--- config.mk ---
export PLATFORM = sky130hd
export DESIGN_NAME = self_program_flash_sequencer
export DESIGN_NICKNAME = d
export VERILOG_FILES = /design/src/verilog/flash_seq_pkg.sv /design/src/verilog/flash_op_timer.sv /design/src/verilog/self_program_flash_sequencer.sv
export SDC_FILE = /design/constraint.sdc
export NUM_CORES = 1
export LEC_CHECK = 0
export ABC_AREA = 1
export BUFFER_PORTS_ARGS = -buffer_cell sky130_fd_sc_hd__buf_2
export CORE_ASPECT_RATIO = 0.7
export CORE_MARGIN = 1
export CORE_UTILIZATION = 60
export CTS_CLUSTER_SIZE = 25
export DETAILED_ROUTE_END_ITERATION = 6
export PLACE_DENSITY = 0.93
export SKIP_CTS_REPAIR_TIMING = 1
export SYNTH_ARGS = -nofsm -noshare
export SYNTH_HDL_FRONTEND = slang
export SYNTH_HIERARCHICAL = 1
export SYNTH_SLANG_ARGS = --single-unit
--- constraint.sdc ---
create_clock -name hclk -period 2.9 [get_ports hclk]
set_clock_uncertainty 0.2 [all_clocks]
set_input_delay 0.435 -clock hclk [delete_from_list [all_inputs] [get_ports hclk]]
set_output_delay 0.435 -clock hclk [all_outputs]
set_load 0.02 [all_outputs]
--- src/verilog/flash_seq_pkg.sv ---
// Purpose: shared constants and types for the flash self-programming sequencer
// Assumes: 125 MHz hclk, AHB-Lite register access with 32-bit words
// Notes: times are kept in their own unit; cycle counts are derived from them
package flash_seq_pkg;

  // clock and operation timing
  localparam int unsigned CLK_PERIOD_NS = 8;
  localparam int unsigned ERASE_TIME_US = 20000; // page erase time, plain default
  localparam int unsigned PROG_TIME_US = 50; // word pair write time, plain default
  // least times round up to whole cycles
  localparam int unsigned ERASE_CYCLES_DFLT = (ERASE_TIME_US * 1000 + CLK_PERIOD_NS - 1) / CLK_PERIOD_NS;
  localparam int unsigned PROG_CYCLES_DFLT = (PROG_TIME_US * 1000 + CLK_PERIOD_NS - 1) / CLK_PERIOD_NS;

  // register byte offsets within the block window
  localparam logic [7:0] CTRL_OFS = 8'h00;
  localparam logic [7:0] KEY_OFS = 8'h04;
  localparam logic [7:0] ADDR_HIGH_OFS = 8'h08;
  localparam logic [7:0] ADDR_LOW_OFS = 8'h0C;
  localparam logic [7:0] DATA_LO_OFS = 8'h10;
  localparam logic [7:0] DATA_HI_OFS = 8'h14;

  // control register fields
  localparam int unsigned CTRL_START_BIT = 15;
  localparam int unsigned CTRL_ERR_BIT = 13;
  localparam int unsigned CTRL_OP_BIT = 0; // 1 = program pair, 0 = erase page

  // widths
  localparam int unsigned ADDR_HIGH_W = 8;
  localparam int unsigned ADDR_LOW_W = 16;
  localparam int unsigned EA_W = 24;
  localparam int unsigned WORD_W = 24;

  // unlock key values
  localparam logic [7:0] KEY_FIRST = 8'h55;
  localparam logic [7:0] KEY_SECOND = 8'hAA;

  // program target must sit on addresses 0x2, 0x6, 0xA, ...
  localparam logic [1:0] PROG_ALIGN = 2'h2;

  // values after reset
  localparam logic [ADDR_HIGH_W-1:0] ADDR_HIGH_RST = 8'h00;
  localparam logic [ADDR_LOW_W-1:0] ADDR_LOW_RST = 16'h0000;
  localparam logic [WORD_W-1:0] WORD_RST = 24'h000000;
  localparam logic [31:0] RDATA_RST = 32'h00000000;

  // decoded register selector
  typedef enum logic [2:0] {
    SEL_NONE = 3'b000,
    SEL_CTRL = 3'b001,
    SEL_KEY = 3'b010,
    SEL_ADDR_HIGH = 3'b011,
    SEL_ADDR_LOW = 3'b100,
    SEL_DATA_LO = 3'b101,
    SEL_DATA_HI = 3'b110
  } reg_sel_t;

  // unlock sequence progress
  typedef enum logic [1:0] {
    KEY_IDLE = 2'b00,
    KEY_GOT_FIRST = 2'b01,
    KEY_ARMED = 2'b10
  } key_state_t;

  // operation timer state
  typedef enum logic {
    TIM_IDLE = 1'b0,
    TIM_RUN = 1'b1
  } tim_state_t;

endpackage : flash_seq_pkg

--- src/verilog/flash_op_timer.sv ---
// Purpose: drives the flash array strobes for the length of one operation
// Assumes: launch is a one-cycle pulse that only comes while idle
// Notes: done pulses once in the cycle after the last strobe cycle
`timescale 1ns/1ps
module flash_op_timer
  import flash_seq_pkg::*;
#(
  parameter int unsigned ERASE_CYCLES = ERASE_CYCLES_DFLT,
  parameter int unsigned PROG_CYCLES = PROG_CYCLES_DFLT
) (
  input wire logic hclk,
  input wire logic hresetn,
  input wire logic launch,
  input wire logic is_prog,
  output logic erase_en,
  output logic prog_en,
  output logic done
);

  tim_state_t state_q, state_d;
  logic [31:0] count_q, count_d;
  logic erase_en_q, erase_en_d;
  logic prog_en_q, prog_en_d;
  logic done_q, done_d;

  // next state of the operation timer
  always_comb begin
    state_d = state_q;
    count_d = count_q;
    erase_en_d = erase_en_q;
    prog_en_d = prog_en_q;
    done_d = 1'b0;
    unique case (state_q)
      TIM_IDLE: begin
        if (launch) begin
          state_d = TIM_RUN;
          count_d = is_prog ? 32'(PROG_CYCLES - 1) : 32'(ERASE_CYCLES - 1);
          erase_en_d = ~is_prog;
          prog_en_d = is_prog;
        end
      end
      TIM_RUN: begin
        if (count_q == 32'h00000000) begin
          state_d = TIM_IDLE;
          erase_en_d = 1'b0;
          prog_en_d = 1'b0;
          done_d = 1'b1;
        end else begin
          count_d = count_q - 32'h00000001;
        end
      end
    endcase
  end

  // timer registers
  always_ff @(posedge hclk or negedge hresetn) begin
    if (!hresetn) begin
      state_q <= TIM_IDLE;
      count_q <= 32'h00000000;
      erase_en_q <= 1'b0;
      prog_en_q <= 1'b0;
      done_q <= 1'b0;
    end else begin
      state_q <= state_d;
      count_q <= count_d;
      erase_en_q <= erase_en_d;
      prog_en_q <= prog_en_d;
      done_q <= done_d;
    end
  end

  assign erase_en = erase_en_q;
  assign prog_en = prog_en_q;
  assign done = done_q;

endmodule : flash_op_timer

--- src/verilog/self_program_flash_sequencer.sv ---
// Purpose: run-time self programming sequencer for on-chip program flash
// Assumes: AHB-Lite slave, single word transfers, one master
// Notes: writes take no wait state, reads take one wait state
//
// The address map and the AHB-Lite interface to the registers were left to the implementer.
`timescale 1ns/1ps

module self_program_flash_sequencer
  import flash_seq_pkg::*;
#(
  parameter int unsigned ERASE_CYCLES = ERASE_CYCLES_DFLT,
  parameter int unsigned PROG_CYCLES = PROG_CYCLES_DFLT
) (
  input wire logic hclk,
  input wire logic hresetn,
  input wire logic hsel,
  input wire logic [31:0] haddr,
  input wire logic [1:0] htrans,
  input wire logic hwrite,
  input wire logic [2:0] hsize,
  input wire logic [31:0] hwdata,
  input wire logic hready,
  output logic [31:0] hrdata,
  output logic hreadyout,
  output logic hresp,
  output logic cpu_stall,
  output logic flash_erase_en,
  output logic flash_prog_en,
  output logic [EA_W-1:0] flash_addr,
  output logic [WORD_W-1:0] flash_wdata_lo,
  output logic [WORD_W-1:0] flash_wdata_hi,
  output logic op_done
);

  // decode of a byte offset into a register selector
  function automatic reg_sel_t decode_sel(input logic [31:0] a);
    reg_sel_t s;
    s = SEL_NONE;
    // anything above the register window decodes to no register
    if (a[31:8] == 24'h000000) begin
      unique case (a[7:0])
        CTRL_OFS: s = SEL_CTRL;
        KEY_OFS: s = SEL_KEY;
        ADDR_HIGH_OFS: s = SEL_ADDR_HIGH;
        ADDR_LOW_OFS: s = SEL_ADDR_LOW;
        DATA_LO_OFS: s = SEL_DATA_LO;
        DATA_HI_OFS: s = SEL_DATA_HI;
        default: s = SEL_NONE;
      endcase
    end
    return s;
  endfunction : decode_sel

  // bus state
  logic wr_pend_q, wr_pend_d;
  reg_sel_t wr_sel_q, wr_sel_d;
  logic rd_pend_q, rd_pend_d;
  reg_sel_t rd_sel_q, rd_sel_d;
  logic hreadyout_q, hreadyout_d;
  logic [31:0] hrdata_q, hrdata_d;
  logic addr_phase;

  // register and sequencing state
  logic [ADDR_HIGH_W-1:0] addr_high_q, addr_high_d;
  logic [ADDR_LOW_W-1:0] addr_low_q, addr_low_d;
  logic [WORD_W-1:0] data_lo_q, data_lo_d;
  logic [WORD_W-1:0] data_hi_q, data_hi_d;
  logic op_prog_q, op_prog_d;
  logic start_q, start_d;
  logic err_q, err_d;
  key_state_t key_q, key_d;
  logic [EA_W-1:0] tgt_addr_q, tgt_addr_d;
  logic [WORD_W-1:0] tgt_lo_q, tgt_lo_d;
  logic [WORD_W-1:0] tgt_hi_q, tgt_hi_d;
  // operation control flags
  logic stall_q, stall_d;
  logic launch_q, launch_d;
  logic done_q, done_d;
  // timer hand-off and derived address
  logic [EA_W-1:0] eff_addr;
  logic tim_done;
  logic tim_erase_en;
  logic tim_prog_en;

  // address phase accepted when selected and a transfer is under way
  assign addr_phase = hsel && htrans[1] && hready;

  // effective address from the two address registers
  assign eff_addr = {addr_high_q, addr_low_q};

  // next state of the bus slave
  always_comb begin
    wr_pend_d = 1'b0;
    wr_sel_d = wr_sel_q;
    rd_pend_d = 1'b0;
    rd_sel_d = rd_sel_q;
    hreadyout_d = 1'b1;
    hrdata_d = hrdata_q;
    // writes land next cycle, reads wait one cycle
    if (addr_phase && hwrite) begin
      wr_pend_d = 1'b1;
      wr_sel_d = decode_sel(haddr);
    end else if (addr_phase) begin
      rd_pend_d = 1'b1;
      rd_sel_d = decode_sel(haddr);
      hreadyout_d = 1'b0; // one wait state so reads see finished writes
    end
    // read data mux, unused upper bits read zero
    if (rd_pend_q) begin
      hrdata_d = RDATA_RST;
      unique case (rd_sel_q)
        SEL_CTRL: begin
          hrdata_d[CTRL_START_BIT] = start_q;
          hrdata_d[CTRL_ERR_BIT] = err_q;
          hrdata_d[CTRL_OP_BIT] = op_prog_q;
        end
        SEL_KEY: hrdata_d = RDATA_RST;
        SEL_ADDR_HIGH: hrdata_d[ADDR_HIGH_W-1:0] = addr_high_q;
        SEL_ADDR_LOW: hrdata_d[ADDR_LOW_W-1:0] = addr_low_q;
        SEL_DATA_LO: hrdata_d[WORD_W-1:0] = data_lo_q;
        SEL_DATA_HI: hrdata_d[WORD_W-1:0] = data_hi_q;
        SEL_NONE: hrdata_d = RDATA_RST;
      endcase
    end
  end

  // bus slave registers
  always_ff @(posedge hclk or negedge hresetn) begin
    if (!hresetn) begin
      // idle bus: ready high, no transfer pending
      wr_pend_q <= 1'b0;
      wr_sel_q <= SEL_NONE;
      rd_pend_q <= 1'b0;
      rd_sel_q <= SEL_NONE;
      hreadyout_q <= 1'b1;
      hrdata_q <= RDATA_RST;
    end else begin
      wr_pend_q <= wr_pend_d;
      wr_sel_q <= wr_sel_d;
      rd_pend_q <= rd_pend_d;
      rd_sel_q <= rd_sel_d;
      hreadyout_q <= hreadyout_d;
      hrdata_q <= hrdata_d;
    end
  end

  // next state of registers, unlock sequence and operation launch
  always_comb begin
    addr_high_d = addr_high_q;
    addr_low_d = addr_low_q;
    data_lo_d = data_lo_q;
    data_hi_d = data_hi_q;
    op_prog_d = op_prog_q;
    start_d = start_q;
    err_d = err_q;
    key_d = key_q;
    tgt_addr_d = tgt_addr_q;
    tgt_lo_d = tgt_lo_q;
    tgt_hi_d = tgt_hi_q;
    stall_d = stall_q;
    launch_d = 1'b0;
    // done pulse one cycle behind the timer, lands with the stall release
    done_d = tim_done;
    // operation end drops the start flag and releases the processor
    if (tim_done) begin
      start_d = 1'b0;
      stall_d = 1'b0;
    end
    // register writes take effect at the end of their data phase
    if (wr_pend_q) begin
      // any write other than the expected next key step cancels the unlock
      key_d = KEY_IDLE;
      unique case (wr_sel_q)
        // unlock key steps
        SEL_KEY: begin
          if (hwdata[7:0] == KEY_FIRST) begin
            key_d = KEY_GOT_FIRST;
          end else if (key_q == KEY_GOT_FIRST && hwdata[7:0] == KEY_SECOND) begin
            key_d = KEY_ARMED;
          end
        end
        // control: error clear, op select and start
        SEL_CTRL: begin
          if (hwdata[CTRL_ERR_BIT]) begin
            err_d = 1'b0; // write one to clear, a refused start below wins
          end
          if (!start_q) begin
            op_prog_d = hwdata[CTRL_OP_BIT];
            if (hwdata[CTRL_START_BIT]) begin
              if (key_q != KEY_ARMED) begin
                err_d = 1'b1;
              end else if (hwdata[CTRL_OP_BIT] && eff_addr[1:0] != PROG_ALIGN) begin
                err_d = 1'b1;
              end else begin
                start_d = 1'b1;
                stall_d = 1'b1;
                launch_d = 1'b1;
                tgt_addr_d = eff_addr;
                tgt_lo_d = data_lo_q;
                tgt_hi_d = data_hi_q;
              end
            end
          end
        end
        // target and data registers frozen while busy
        SEL_ADDR_HIGH: begin
          if (!start_q) begin
            addr_high_d = hwdata[ADDR_HIGH_W-1:0];
          end
        end
        SEL_ADDR_LOW: begin
          if (!start_q) begin
            addr_low_d = hwdata[ADDR_LOW_W-1:0];
          end
        end
        SEL_DATA_LO: begin
          if (!start_q) begin
            data_lo_d = hwdata[WORD_W-1:0];
          end
        end
        SEL_DATA_HI: begin
          if (!start_q) begin
            data_hi_d = hwdata[WORD_W-1:0];
          end
        end
        SEL_NONE: begin
          data_lo_d = data_lo_q;
        end
      endcase
    end
  end

  // register file and sequencing registers
  always_ff @(posedge hclk or negedge hresetn) begin
    if (!hresetn) begin
      // nothing armed and no operation after reset
      addr_high_q <= ADDR_HIGH_RST;
      addr_low_q <= ADDR_LOW_RST;
      data_lo_q <= WORD_RST;
      data_hi_q <= WORD_RST;
      op_prog_q <= 1'b0;
      start_q <= 1'b0;
      err_q <= 1'b0;
      key_q <= KEY_IDLE;
      tgt_addr_q <= {EA_W{1'b0}};
      tgt_lo_q <= WORD_RST;
      tgt_hi_q <= WORD_RST;
      stall_q <= 1'b0;
      launch_q <= 1'b0;
      done_q <= 1'b0;
    end else begin
      addr_high_q <= addr_high_d;
      addr_low_q <= addr_low_d;
      data_lo_q <= data_lo_d;
      data_hi_q <= data_hi_d;
      op_prog_q <= op_prog_d;
      start_q <= start_d;
      err_q <= err_d;
      key_q <= key_d;
      // captured target stands for the whole operation
      tgt_addr_q <= tgt_addr_d;
      tgt_lo_q <= tgt_lo_d;
      tgt_hi_q <= tgt_hi_d;
      stall_q <= stall_d;
      launch_q <= launch_d;
      done_q <= done_d;
    end
  end

  // strobe timing for the flash array
  flash_op_timer #(
    .ERASE_CYCLES(ERASE_CYCLES),
    .PROG_CYCLES(PROG_CYCLES)
  ) u_timer (
    .hclk(hclk),
    .hresetn(hresetn),
    .launch(launch_q),
    .is_prog(op_prog_q),
    .erase_en(tim_erase_en),
    .prog_en(tim_prog_en),
    .done(tim_done)
  );

  // outputs straight from flip-flops, except hresp, which is tied to OKAY
  assign hrdata = hrdata_q;
  assign hreadyout = hreadyout_q;
  assign hresp = 1'b0; // always OKAY
  assign cpu_stall = stall_q;
  // flash array side
  assign flash_erase_en = tim_erase_en;
  assign flash_prog_en = tim_prog_en;
  assign flash_addr = tgt_addr_q;
  assign flash_wdata_lo = tgt_lo_q;
  assign flash_wdata_hi = tgt_hi_q;
  assign op_done = done_q;

endmodule : self_program_flash_sequencer
# --- Word level (Yosys, flattened, before mapping) ---
# Index checks and enable logic that the tools add are counted.
totals:
  reg_bits: 221
  out_inout_bits: 110
  wordCells: 133
op_classes:
  addsub: 1
  eq_ne: 25
  muxes: 56
  bitwise: 6
  reduce_logical: 20
op_table:
  columns: ["op", "count"]
  rows:
  - ["$mux 32", 2]
  - ["$pmux 32 s2", 1]
  - ["$mux 1", 37]
  - ["$logic_not 32->1", 1]
  - ["$sub 32x1->32 const B", 1]
  - ["$pmux 7 s4", 1]
  - ["$logic_not 24->1", 1]
  - ["$mux 22", 1]
  - ["$eq 3x3->1 const B", 6]
  - ["$pmux 3 s6", 1]
  - ["$eq 8x4->1 const B", 2]
  - ["$eq 8x5->1 const B", 2]
  - ["$pmux 8 s2", 1]
  - ["$pmux 5 s3", 1]
  - ["$reduce_and 3->1", 5]
  - ["$eq 3x2->1 const B", 4]
  - ["$ne 2x2->1 const B", 5]
  - ["$eq 8x3->1 const B", 1]
  - ["$eq 8x7->1 const B", 1]
  - ["$eq 8x8->1 const B", 1]
  - ["$logic_not 8->1", 1]
  - ["$pmux 1 s4", 2]
  - ["$reduce_and 2->1", 4]
  - ["$eq 3x1->1 const B", 2]
  - ["other kinds (11)", 24]

# --- Longest topological paths before layout ---
# Gate-level depths: netlist (run 1).
depth:
  depth_word: 8
  depth_mapped: 11
  depth_no_buf: 11

# --- By module ---
# Netlist (run 1), hierarchy kept.
modules_own_cells:
  columns: ["mod", "n_inst", "cells_per_inst", "area_per_inst_um2", "seq_area_each_um2"]
  rows:
  - ["self_program_flash_sequencer", 1, 885, 7738.7, 4630.7]
  - ["flash_op_timer", 1, 386, 2484.9, 900.9]

# --- Worst setup path before layout (run 1) ---
# Ideal clock, no wire load.
synth_path:
  path_type: "register -> register"
  from: "register u_timer.count_q[0]"
  to: "register u_timer.count_q[10]"
  arrival_time_ns: 1.526
  setup_slack_ns: 1.057
  path_stages_with_launch: 11
  path_buffers: 1
  period_less_slack_ns: 1.843
  path_cell_list: "dfrtp_1 inv_1 ha_1 nand2_1 nor2_1 nand2_1 o21ai_2 nand2_2 buf_4 nand3_1 nand2_1"
synth_between:
  elab_chain_cells: 3
  word_cells_on_any_way: 6
synth_rtl:
  columns: ["element", "line", "source"]
  rows:
  - ["from (decl)", "flash_op_timer.sv:21", "logic [31:0] count_q, count_d;"]
  - ["from (signal assigned)", "flash_op_timer.sv:65", "count_q <= count_d;"]
  - ["$sub 32x1->32 or $logic_not 32->1 (tied branches)", "flash_op_timer.sv:49, flash_op_timer.sv:43", null]
  - ["$mux 32 or $ne 2x2->1 (tied branches)", null, null]
  - ["$pmux 32 s2 or $reduce_and 2->1 (tied branches)", null, null]
# Parallel ways exist; a longest one is shown, timed or not. The select of a mux whose other input is x is not followed.
# A chain may end at the register's enable or synchronous reset.

# --- Worst setup path after layout (run 1) ---
layout_path:
  from: "register rd_sel_q[2]"
  to: "register hrdata_q[12] (netlist: hrdata[12])"
layout_between:
  elab_chain_cells: 2
  word_cells_on_any_way: 4
layout_rtl:
  columns: ["element", "line", "source"]
  rows:
  - ["from (decl)", "self_program_flash_sequencer.sv:58", "reg_sel_t rd_sel_q, rd_sel_d;"]
  - ["from (signal assigned)", "self_program_flash_sequencer.sv:141", "rd_sel_q <= rd_sel_d;"]
  - ["$eq 3x3->1", "self_program_flash_sequencer.sv:111", "unique case (rd_sel_q)"]
  - ["$pmux 5 s3 *", "self_program_flash_sequencer.sv:111", null]
  - ["to (signal assigned)", "self_program_flash_sequencer.sv:143", "hrdata_q <= hrdata_d;"]
  - ["to (decl)", "self_program_flash_sequencer.sv:60", "logic [31:0] hrdata_q, hrdata_d;"]
# Mark *: on every way between the ends. The rest lies on a longest branch, timed or not.

==> summary.md, run 1 <==
| Metric | Value |
|---|---|
| Setup violators final | `0` |
| Rows | `39` |
| Post-Layout Cell Count | `1669` |
| Most frequent cells in the layout | `424 x nand2_1, 220 x dfrtp_1, 161 x buf_2, 134 x inv_1, 121 x o21ai_0` |
| Post-DP HPWL | `18.6 mm` |
| Leakage | `6.61 nW` |
| CTS clk-pin slew, worst paths | `60 ps` |
| Pwr per Cell Area | `505 nW/um^2` |
| Drt total wl | `28.1 mm` |
| Setup_tns | `0 ps` |
| Clock Tree Root | `clkbuf_16` |
| DR vias/cell | `5.71` |
| Mean Syn Cell Area | `8.04 sq um` |
| Crit path DAT | `2550 ps` |
| Worst setup EP type | `flop` |
| Depth of the CTS H-tree | `1` |
| Final Critical Period | `2320 ps` |
| Setup slack, reg-to-reg | `580 ps` |
| CP Launch Type | `flop` |
| Drt first pass iters | `6` |
| Layout net count | `1505` |
| GR Overflow Total | `0` |
| Register-to-Register Path Depth | `6` |
| CTS tree | `done` |
| Cells after synthesis | `1271` |
| Gpl congestion | `0.961` |
| Largest net degree at the start of global routing | `93` |
| # DRC | `0` |
| R2R Path End | `hrdata[12]` |
| Final max-slew violation count | `0` |
| Largest area contributor in the netlist | `dfrtp_1` |
| Crit path kind | `reg2reg` |
| I/O Pins | `184` |
| DRT antenna net count | `0` |
| Placed instance count | `1624` |
| Library cells used by synthesis | `34` |
| Worst Hold Depth | `3` |
| Number of clock sinks | `221` |
| Hold Fails Final Rpt | `3` |
| RSZ-0062 raised after global routing | `false` |
| Antenna violations before repair | `1` |
| Layout area overhead | `16.8%` |
| Status | `finished, violations left` |
| Peak supply drop | `0.493 mV` |
| Failing checks | `hold timing` |
| First-pass GRT wire length | `44.8 mm` |
| Vias in the first global route | `9046` |
| R2R Path Start | `rd_sel_q[2]` |
| Gr usage total | `0.326` |
| Die width | `158 um` |
| Core ar. | `16500 sq um` |
| Vias | `9531` |
| MaxCap Viol Count | `0` |
| Avg WL per Cell | `16.8 um` |
| Synthesis Warnings | `6` |
| Max FO, Critical Path | `17` |
| Layout cells sized above 1 | `0.160` |
| Post-route clock period utilization | `0.801` |
| Post-synthesis sequential area ratio | `0.541` |
| Die Y | `111 um` |
| CTS max path bufs | `3` |
| Top cells by area, synth | `dfrtp_1 54%, nand2_1 16%, o21ai_0 5.9%` |
| Worst slew pin tran | `993 ps` |
| Crit path required time | `3130 ps` |
| Max-slew headroom | `0.337` |
| Synth top area share | `0.538` |
| Clk_lat worst skew | `510 ps` |
| Worst Hold Path EP | `data_hi_q[14]` |
| WHS | `-9.19 ps` |
| Hold wc startpoint | `hwdata[14]` |
| Initial Utilization | `0.620` |
| Min-delay worst type | `in2reg` |
| Final core utilization | `0.724` |
| Port Buf Inserts | `162` |
| Mapped Area | `10200 sq um` |
| Commonest non-fill, non-tap cell in the layout | `nand2_1` |
| Synth Register Bits | `221` |
| DRT iter0 DRCs | `1219` |
| Total CTS buffers | `21` |
| Die area | `17600 sq um` |
| Fmax achieved | `0.430 GHz` |
[worst max-delay path, cell delays in order, from the launching register on]
cell and delay, ps:
dfrtp_1 810, nand2_1 230, nor2_1 580, nand2_1 150, o211ai_1 130, nand2_1 70
nand2_1 70
[synthesized netlist by cell type]
cell type / number
nand2_1: 424
dfrtp_1: 220
inv_1: 134
o21ai_0: 121
nor2_1: 98
o21ai_1: 78
nand3_1: 52
nand4_1: 26
buf_2: 17
clkbuf_1: 17
buf_4: 14
buf_6: 10
o22ai_1: 8
a21oi_1: 6
o211ai_1: 6
nor2_2: 5
o21bai_1: 5
nor2_4: 4
xor2_1: 4
nand2_2: 3
nor3_1: 3
nor3_2: 3
nand3_2: 2
buf_1: 1
clkinv_1: 1
conb_1: 1
dfstp_2: 1
ha_1: 1
nand3b_1: 1
nand4_2: 1
nor2_8: 1
nor4_1: 1
o21ai_2: 1
o31ai_1: 1
[cells by family (layout without fill, tap and decap cells)]
group	after synthesis	in the layout	synth area share
compound gates	226	226	0.115
xor+xnor	4	4	0.00343
fa+ha+maj	1	1	0.00122
buf+inv	194	358	0.0858
flops	221	221	0.541
other cells	1	10	0.000367
simple gates	624	624	0.253
[how the worst max path moves through the flow]
stage | from | cells after the start | end
floorplan | u_timer/count_q[0] | 10 | u_timer/count_q[10]
global placement | u_timer/count_q[0] | 11 | u_timer/count_q[21]
detailed placement | u_timer/count_q[0] | 9 | u_timer/count_q[3]
CTS | u_timer/count_q[0] | 9 | u_timer/count_q[3]
global route | u_timer/count_q[0] | 9 | u_timer/count_q[0]
finish | rd_sel_q[2] | 6 | hrdata[12]
[power by group]
part | internal, mW | leakage (nW) | switching, mW
registers | 3.09 | 2.69 | 0.00174
clock network | 1.59 | 0.335 | 1.16
logic | 0.0556 | 3.58 | 0.128
[layer usage]
layer / vias up / global-route usage / routed length [um]
met2: 615 / 0.499 / 12800
li1: 4356 / - / -
met5: - / 0 / 0
met4: 0 / 0.117 / 1010
met3: 106 / 0.0692 / 3140
met1: 4454 / 0.461 / 11100
[state kept, by name (all words and copies together) (netlist names), 2 cells and up]
register / cells
data_hi_q: 24
flash_wdata_hi: 24
addr_low_q: 16
flash_wdata_lo: 24
flash_addr: 24
key_q: 2
data_lo_q: 24
rd_sel_q: 3
u_timer/count_q: 32
hrdata: 24
addr_high_q: 8
wr_sel_q: 3
[cell type report]
cell class                      instances  area (sq um)
Fill cell                            1153          4550
Clock buffer                           29           586
Tap cell                              225           282
Clock inverter                          7          88.8
Timing Repair Buffer                  187          1080
Antenna cell                            1          2.50
Sequential cell                       221          5530
Inverter                              135           507
Multi-Input combinational cell        864          3860
[metrics by stage]
stage               setup slack [ps]  hold slack, ps  power, mW  cell area (sq um)
floorplan                       1060           -60.6       3.19              10300
global placement                 704             249       3.32              11200
detailed placement               651             237       3.32              11200
CTS                              624            -262       6.03              11900
global route                     356            4.91       6.19              11900
finish                           576           -9.19       6.02              11900
Power figures use the tool's default switching activity.
==> run 2, diff against run 1 <==
Settings changed: ABC_AREA 1 to 0, CORE_UTILIZATION 60 to 51, PLACE_DENSITY 0.93 to 0.85.
Clock period 2.9 ns to 1.92 ns, I/O delays scaled along.
==> run 2 against run 1 <==
Effect of this change: the flow finishes with violations (setup timing); sequential cell count is the same; die area is 16% higher; fmax is 6.6% lower; non-clock buffer count is 159 higher; sequential share of layout area is 6.8 points lower; utilization is 0.66 points higher; total power is 64% higher; wire length is 23% higher; clock power rose by 64%; critical path type unchanged; largest power group unchanged.
==> summary.md, run 2 <==
| Metric | Value |
|---|---|
| Status | `finished, violations left` |
| Failing checks | `setup timing` |
| # fillers | `1070` |
| Primary FF master, synth | `dfrtp_1` |
| Fraction of registers with async set/reset | `1.00` |
| I/O Pins | `184` |
| Post-Layout Cell Count | `1402` |
| Final Critical Period | `2490 ps` |
| Synthesis Warnings | `6` |
| Initial Utilization | `0.528` |
| Clk_lat worst skew | `510 ps` |
| Placed Area | `12200 sq um` |
| Hold wc startpoint | `haddr[3]` |
| Hold Fails Final Rpt | `0` |
| Largest area contributor in the netlist | `dfrtp_1` |
| Avg WL per Cell | `24.7 um` |
| Min-delay worst type | `in2reg` |
| Clock Tree Root | `clkbuf_16` |
| Final Worst Setup Slack | `-568 ps` |
| Post-route clock period utilization | `1.30` |
| Commonest cells in the netlist | `220 x dfrtp_1, 108 x mux2_2, 45 x mux2_4` |
| DRT iter0 DRCs | `1143` |
| Diode count | `0` |
| MaxCap Viol Count | `0` |
| Crit path required time | `2110 ps` |
| DRT antenna net count | `0` |
| Fmax achieved | `0.402 GHz` |
| Max FO, Critical Path | `7` |
| Vias | `8854` |
| Drt total wl | `34.7 mm` |
| Peak supply drop | `0.443 mV` |
| Top cells by area, synth | `dfrtp_1 54%, mux2_2 12%, mux2_4 6.7%` |
| Port Buf Inserts | `162` |
| Number of clock sinks | `221` |
| Gr usage total | `0.285` |
| Most flops, register | `u_timer/count_q` |
| Die width | `170 um` |
| Max-slew headroom | `0.590` |
| Buf+Inv Stages, Crit Path | `1` |
| Layout area overhead | `38.4%` |
| Crit path kind | `reg2reg` |
| Slowest stage delay, CP | `460 ps` |
| Final instance area | `14000 sq um` |
| Worst slew pin tran | `614 ps` |
| CTS tree | `done` |
| Placed instance count | `1317` |
| R2R Path Start | `u_timer/count_q[4]` |
| Tot Pwr | `9.89 mW` |
| Largest net degree at the start of global routing | `54` |
| Worst setup EP type | `flop` |
| Commonest non-fill, non-tap cell in the layout | `dfrtp_1` |
| First-pass GRT wire length | `44.7 mm` |
| DR vias/cell | `6.32` |
| Die Y | `120 um` |
| Depth of the CTS H-tree | `1` |
| Library cells used by synthesis | `70` |
| Layout cells sized above 1 | `0.515` |
| Top delay family on crit path | `simple AND/OR/NAND/NOR gates` |
| CTS clk-pin slew, worst paths | `70 ps` |
| Most frequent cells in the layout | `217 x dfrtp_1, 161 x buf_2, 117 x buf_4, 86 x mux2_2, 72 x mux2_4` |
| Post-DP HPWL | `20.3 mm` |
| Synth Register Bits | `221` |
| Most numerous cell in the Yosys netlist | `dfrtp_1` |
| Setup violators final | `115` |
| Final max-slew violation count | `0` |
| Drt first pass iters | `7` |
| Antenna violations before repair | `0` |
| Pwr per Cell Area | `706 nW/um^2` |
| Leakage | `6.92 nW` |
| Post-synth EDFFs | `0` |
| Slowest stage cell, crit path | `nor3_1` |
| Vias in the first global route | `8043` |
| Setup_tns | `-22810 ps` |
| CP Launch Type | `flop` |
| Core ar. | `19200 sq um` |
| GR Overflow Total | `0` |
| Largest register FFs | `32` |
| Mapped Area | `10100 sq um` |
| Gpl congestion | `0.926` |
| Crit path DAT | `2680 ps` |
| Total CTS buffers | `22` |
| Mean Syn Cell Area | `12.7 sq um` |
| Synth top area share | `0.544` |
| Die area | `20400 sq um` |
| Layout net count | `1200` |
| Origin of the worst setup path | `u_timer/count_q[4]` |
| CTS max path bufs | `3` |
| # DRC | `0` |
| Cells after synthesis | `798` |
| Final core utilization | `0.731` |
| CP Cell Sequence | `nor3_1, nand3_1, buf_4, or4_1, a31oi_1, o41ai_1` |
| Post-synthesis sequential area ratio | `0.546` |
| Rows | `42` |
| RSZ-0062 raised after global routing | `true` |
-- run 2: worst min-delay path, cell delays in order --
cell and delay [ps]:
buf_2 120, a21o_1 170, o31ai_1 80
-- run 2: logic make-up (layout without fill, tap and decap cells) --
group	Yosys count	in the layout	share of synthesized area
adders and majority gates	1	1	0.00124
other	1	9	0.000370
xor gates and xnor gates	3	3	0.00260
and+or+nand+nor	189	189	0.106
buffers and inverters	75	407	0.0423
DFF	221	221	0.546
muxes	171	171	0.205
AOI/OAI and AO/OA	137	137	0.0955
-- run 2: per-stage QoR --
stage / setup slack, ps / hold WS [ps]
floorplan: -392 / -208
global placement: -322 / 36.5
detailed placement: -424 / 39.2
CTS: -443 / -479
global route: -596 / 16.3
finish: -568 / 2.14
-- run 2: cell type report --
cell class | count | area, sq um | area share
clock buffers | 29 | 608 | 0.0434
clock inverters | 8 | 126 | 0.00902
inverters | 24 | 90.1 | 0.00643
multi-input cells | 510 | 4690 | 0.334
flip-flops and latches | 221 | 5540 | 0.395
well taps | 264 | 330 | 0.0236
repair buffers | 346 | 2640 | 0.188
-- run 2: worst paths after layout --
path	end	slack, ps	cells past startpoint
worst max-delay path	u_timer/count_q[21]	-570	6
worst min-delay path	wr_sel_q[0]	2	3
worst max register to register	u_timer/count_q[21]	-570	6
worst min register to register	op_done	190	0
max in group asynchronous	hreadyout	760	3
min in group asynchronous	flash_wdata_hi[21]	110	2
-- run 2: report_power, final --
group,switching [mW],internal [mW]
Sequential,0.0825,4.75
Combinational,0.337,0.225
Clock,1.86,2.64
-- run 2: layer usage --
metal  vias up  wire length (um)  track usage
li1       3588                 -            -
met1      4376             13200        0.417
met2       723             16000        0.436
met3       167              3880       0.0547
met4         0              1670       0.0743
met5         -                 0            0
==> run 3, diff against run 2 <==
Settings changed: PLACE_DENSITY 0.85 to 0.79.
==> run 3 against run 2 <==
Effect of this change: the flow still finishes with violations (setup timing); total power down 0.53%; register-to-register slack improved by 90 ps; clock power shrank 1%; cell count up 1.1%; utilization is 0.98 points higher.
==> summary.md, run 3 (synthesized netlist as in run 2, its figures left out) <==
| Metric | Value |
|---|---|
| Fmax achieved | `0.417 GHz` |
| CTS tree | `done` |
| Avg WL per Cell | `25.4 um` |
| Final Worst Setup Slack | `-477 ps` |
| DRT antenna net count | `0` |
| Max-slew headroom | `0.613` |
| Final Critical Period | `2400 ps` |
| Final max-slew violation count | `0` |
| Max FO, Critical Path | `4` |
| Initial Utilization | `0.528` |
| Rows | `42` |
| Post-route clock period utilization | `1.25` |
| Gr usage total | `0.278` |
| Most flops, register | `u_timer/count_q` |
| Die Y | `120 um` |
| Origin of the worst setup path | `u_timer/count_q[7]` |
| Failing checks | `setup timing` |
| Layout area overhead | `40.2%` |
| Crit path kind | `reg2reg` |
| Gpl congestion | `0.937` |
| Crit path required time | `2120 ps` |
| CTS max path bufs | `3` |
| RSZ-0062 raised after global routing | `true` |
| Diode count | `0` |
| Clk_lat worst skew | `520 ps` |
| Vias | `8951` |
| Largest net degree at the start of global routing | `53` |
| Setup slack, reg-to-reg | `-480 ps` |
| Number of clock sinks | `221` |
| End of the critical path | `u_timer/count_q[1]` |
| Peak supply drop | `0.555 mV` |
| Final core utilization | `0.740` |
| Register-to-Register Path Depth | `6` |
| Layout net count | `1213` |
| Pwr per Cell Area | `693 nW/um^2` |
| Post-DP HPWL | `19.5 mm` |
| Die width | `170 um` |
| Setup_tns | `-28240 ps` |
| Placed instance count | `1323` |
| Hold Fails Final Rpt | `0` |
| Vias in the first global route | `8001` |
| Depth of the CTS H-tree | `1` |
| Worst setup EP type | `flop` |
| Status | `finished, violations left` |
| CTS clk-pin slew, worst paths | `70 ps` |
| DR vias/cell | `6.32` |
| Total CTS buffers | `21` |
| Most frequent cells in the layout | `219 x dfrtp_1, 161 x buf_2, 125 x buf_4, 82 x mux2_2, 76 x mux2_4` |
| Layout cells sized above 1 | `0.528` |
| Worst slew pin tran | `579 ps` |
| # fillers | `1058` |
| CP Launch Type | `flop` |
| Commonest non-fill, non-tap cell in the layout | `dfrtp_1` |
| R2R Path Start | `u_timer/count_q[7]` |
| R2R Path End | `u_timer/count_q[1]` |
| Setup violators final | `149` |
| GR Overflow Total | `0` |
| Post-Place Setup Slack | `-460 ps` |
| Largest register FFs | `32` |
| Min-delay worst type | `in2reg` |
| Drt total wl | `36.0 mm` |
| Clock Tree Root | `clkbuf_16` |
| MaxCap Viol Count | `0` |
| I/O Pins | `184` |
| Crit path DAT | `2590 ps` |
| Core ar. | `19200 sq um` |
| First-pass GRT wire length | `43.9 mm` |
| Post-Layout Cell Count | `1417` |
| Die area | `20400 sq um` |
| Drt first pass iters | `5` |
| DRT iter0 DRCs | `1211` |
| Antenna violations before repair | `0` |
| Leakage | `7.02 nW` |
| Port Buf Inserts | `162` |
| # DRC | `0` |
run 3: worst min path at each step:
stage | slack [ps] | to | from | cells past startpoint
2_1_floorplan | -210 | addr_high_q[0] | hresetn | 0
3_3_place_gp | -4 | u_timer/count_q[17] | hresetn | 1
3_5_place_dp | -4 | op_done | hresetn | 1
4_1_cts | -530 | u_timer/count_q[19] | hresetn | 1
5_1_grt | 60 | rd_sel_q[2] | haddr[0] | 5
6_report | 30 | wr_sel_q[1] | haddr[0] | 5
run 3: where the power goes:
part | internal, mW | switching, mW
combinational | 0.220 | 0.338
sequential | 4.75 | 0.0871
clock | 2.56 | 1.88
run 3: per-stage QoR:
step | power [mW] | cell area [sq um] | hold slack [ps]
2_1_floorplan | 5.10 | 10300 | -208
3_3_place_gp | 5.37 | 12200 | -3.63
3_5_place_dp | 5.39 | 12200 | -4.23
4_1_cts | 9.70 | 13000 | -526
5_1_grt | 10.1 | 14200 | 64.8
6_report | 9.84 | 14200 | 28.5
run 3: final cells by class:
cell class | instances | area (sq um) | share of cell area
sequential | 221 | 5530 | 0.390
multi-input combinational | 510 | 4770 | 0.336
timing repair buffer | 360 | 2750 | 0.194
clock buffer | 31 | 633 | 0.0446
tap | 264 | 330 | 0.0233
clock inverter | 7 | 91.3 | 0.00643
inverter | 24 | 90.1 | 0.00634
run 3: routing by layer:
layer | vias up | routed length (um) | track usage
li1 | 3614 | - | -
met1 | 4417 | 13500 | 0.409
met2 | 733 | 16500 | 0.421
met3 | 187 | 4100 | 0.0482
met4 | 0 | 1890 | 0.0890
met5 | - | 0 | 0
run 3: critical path, cell delays in order, from the launching register on:
cell and delay, ps:
dfrtp_1 460, nor4_4 400, nand4_4 190, buf_6 180, nor4_4 370, a21oi_2 160
o221a_2 310
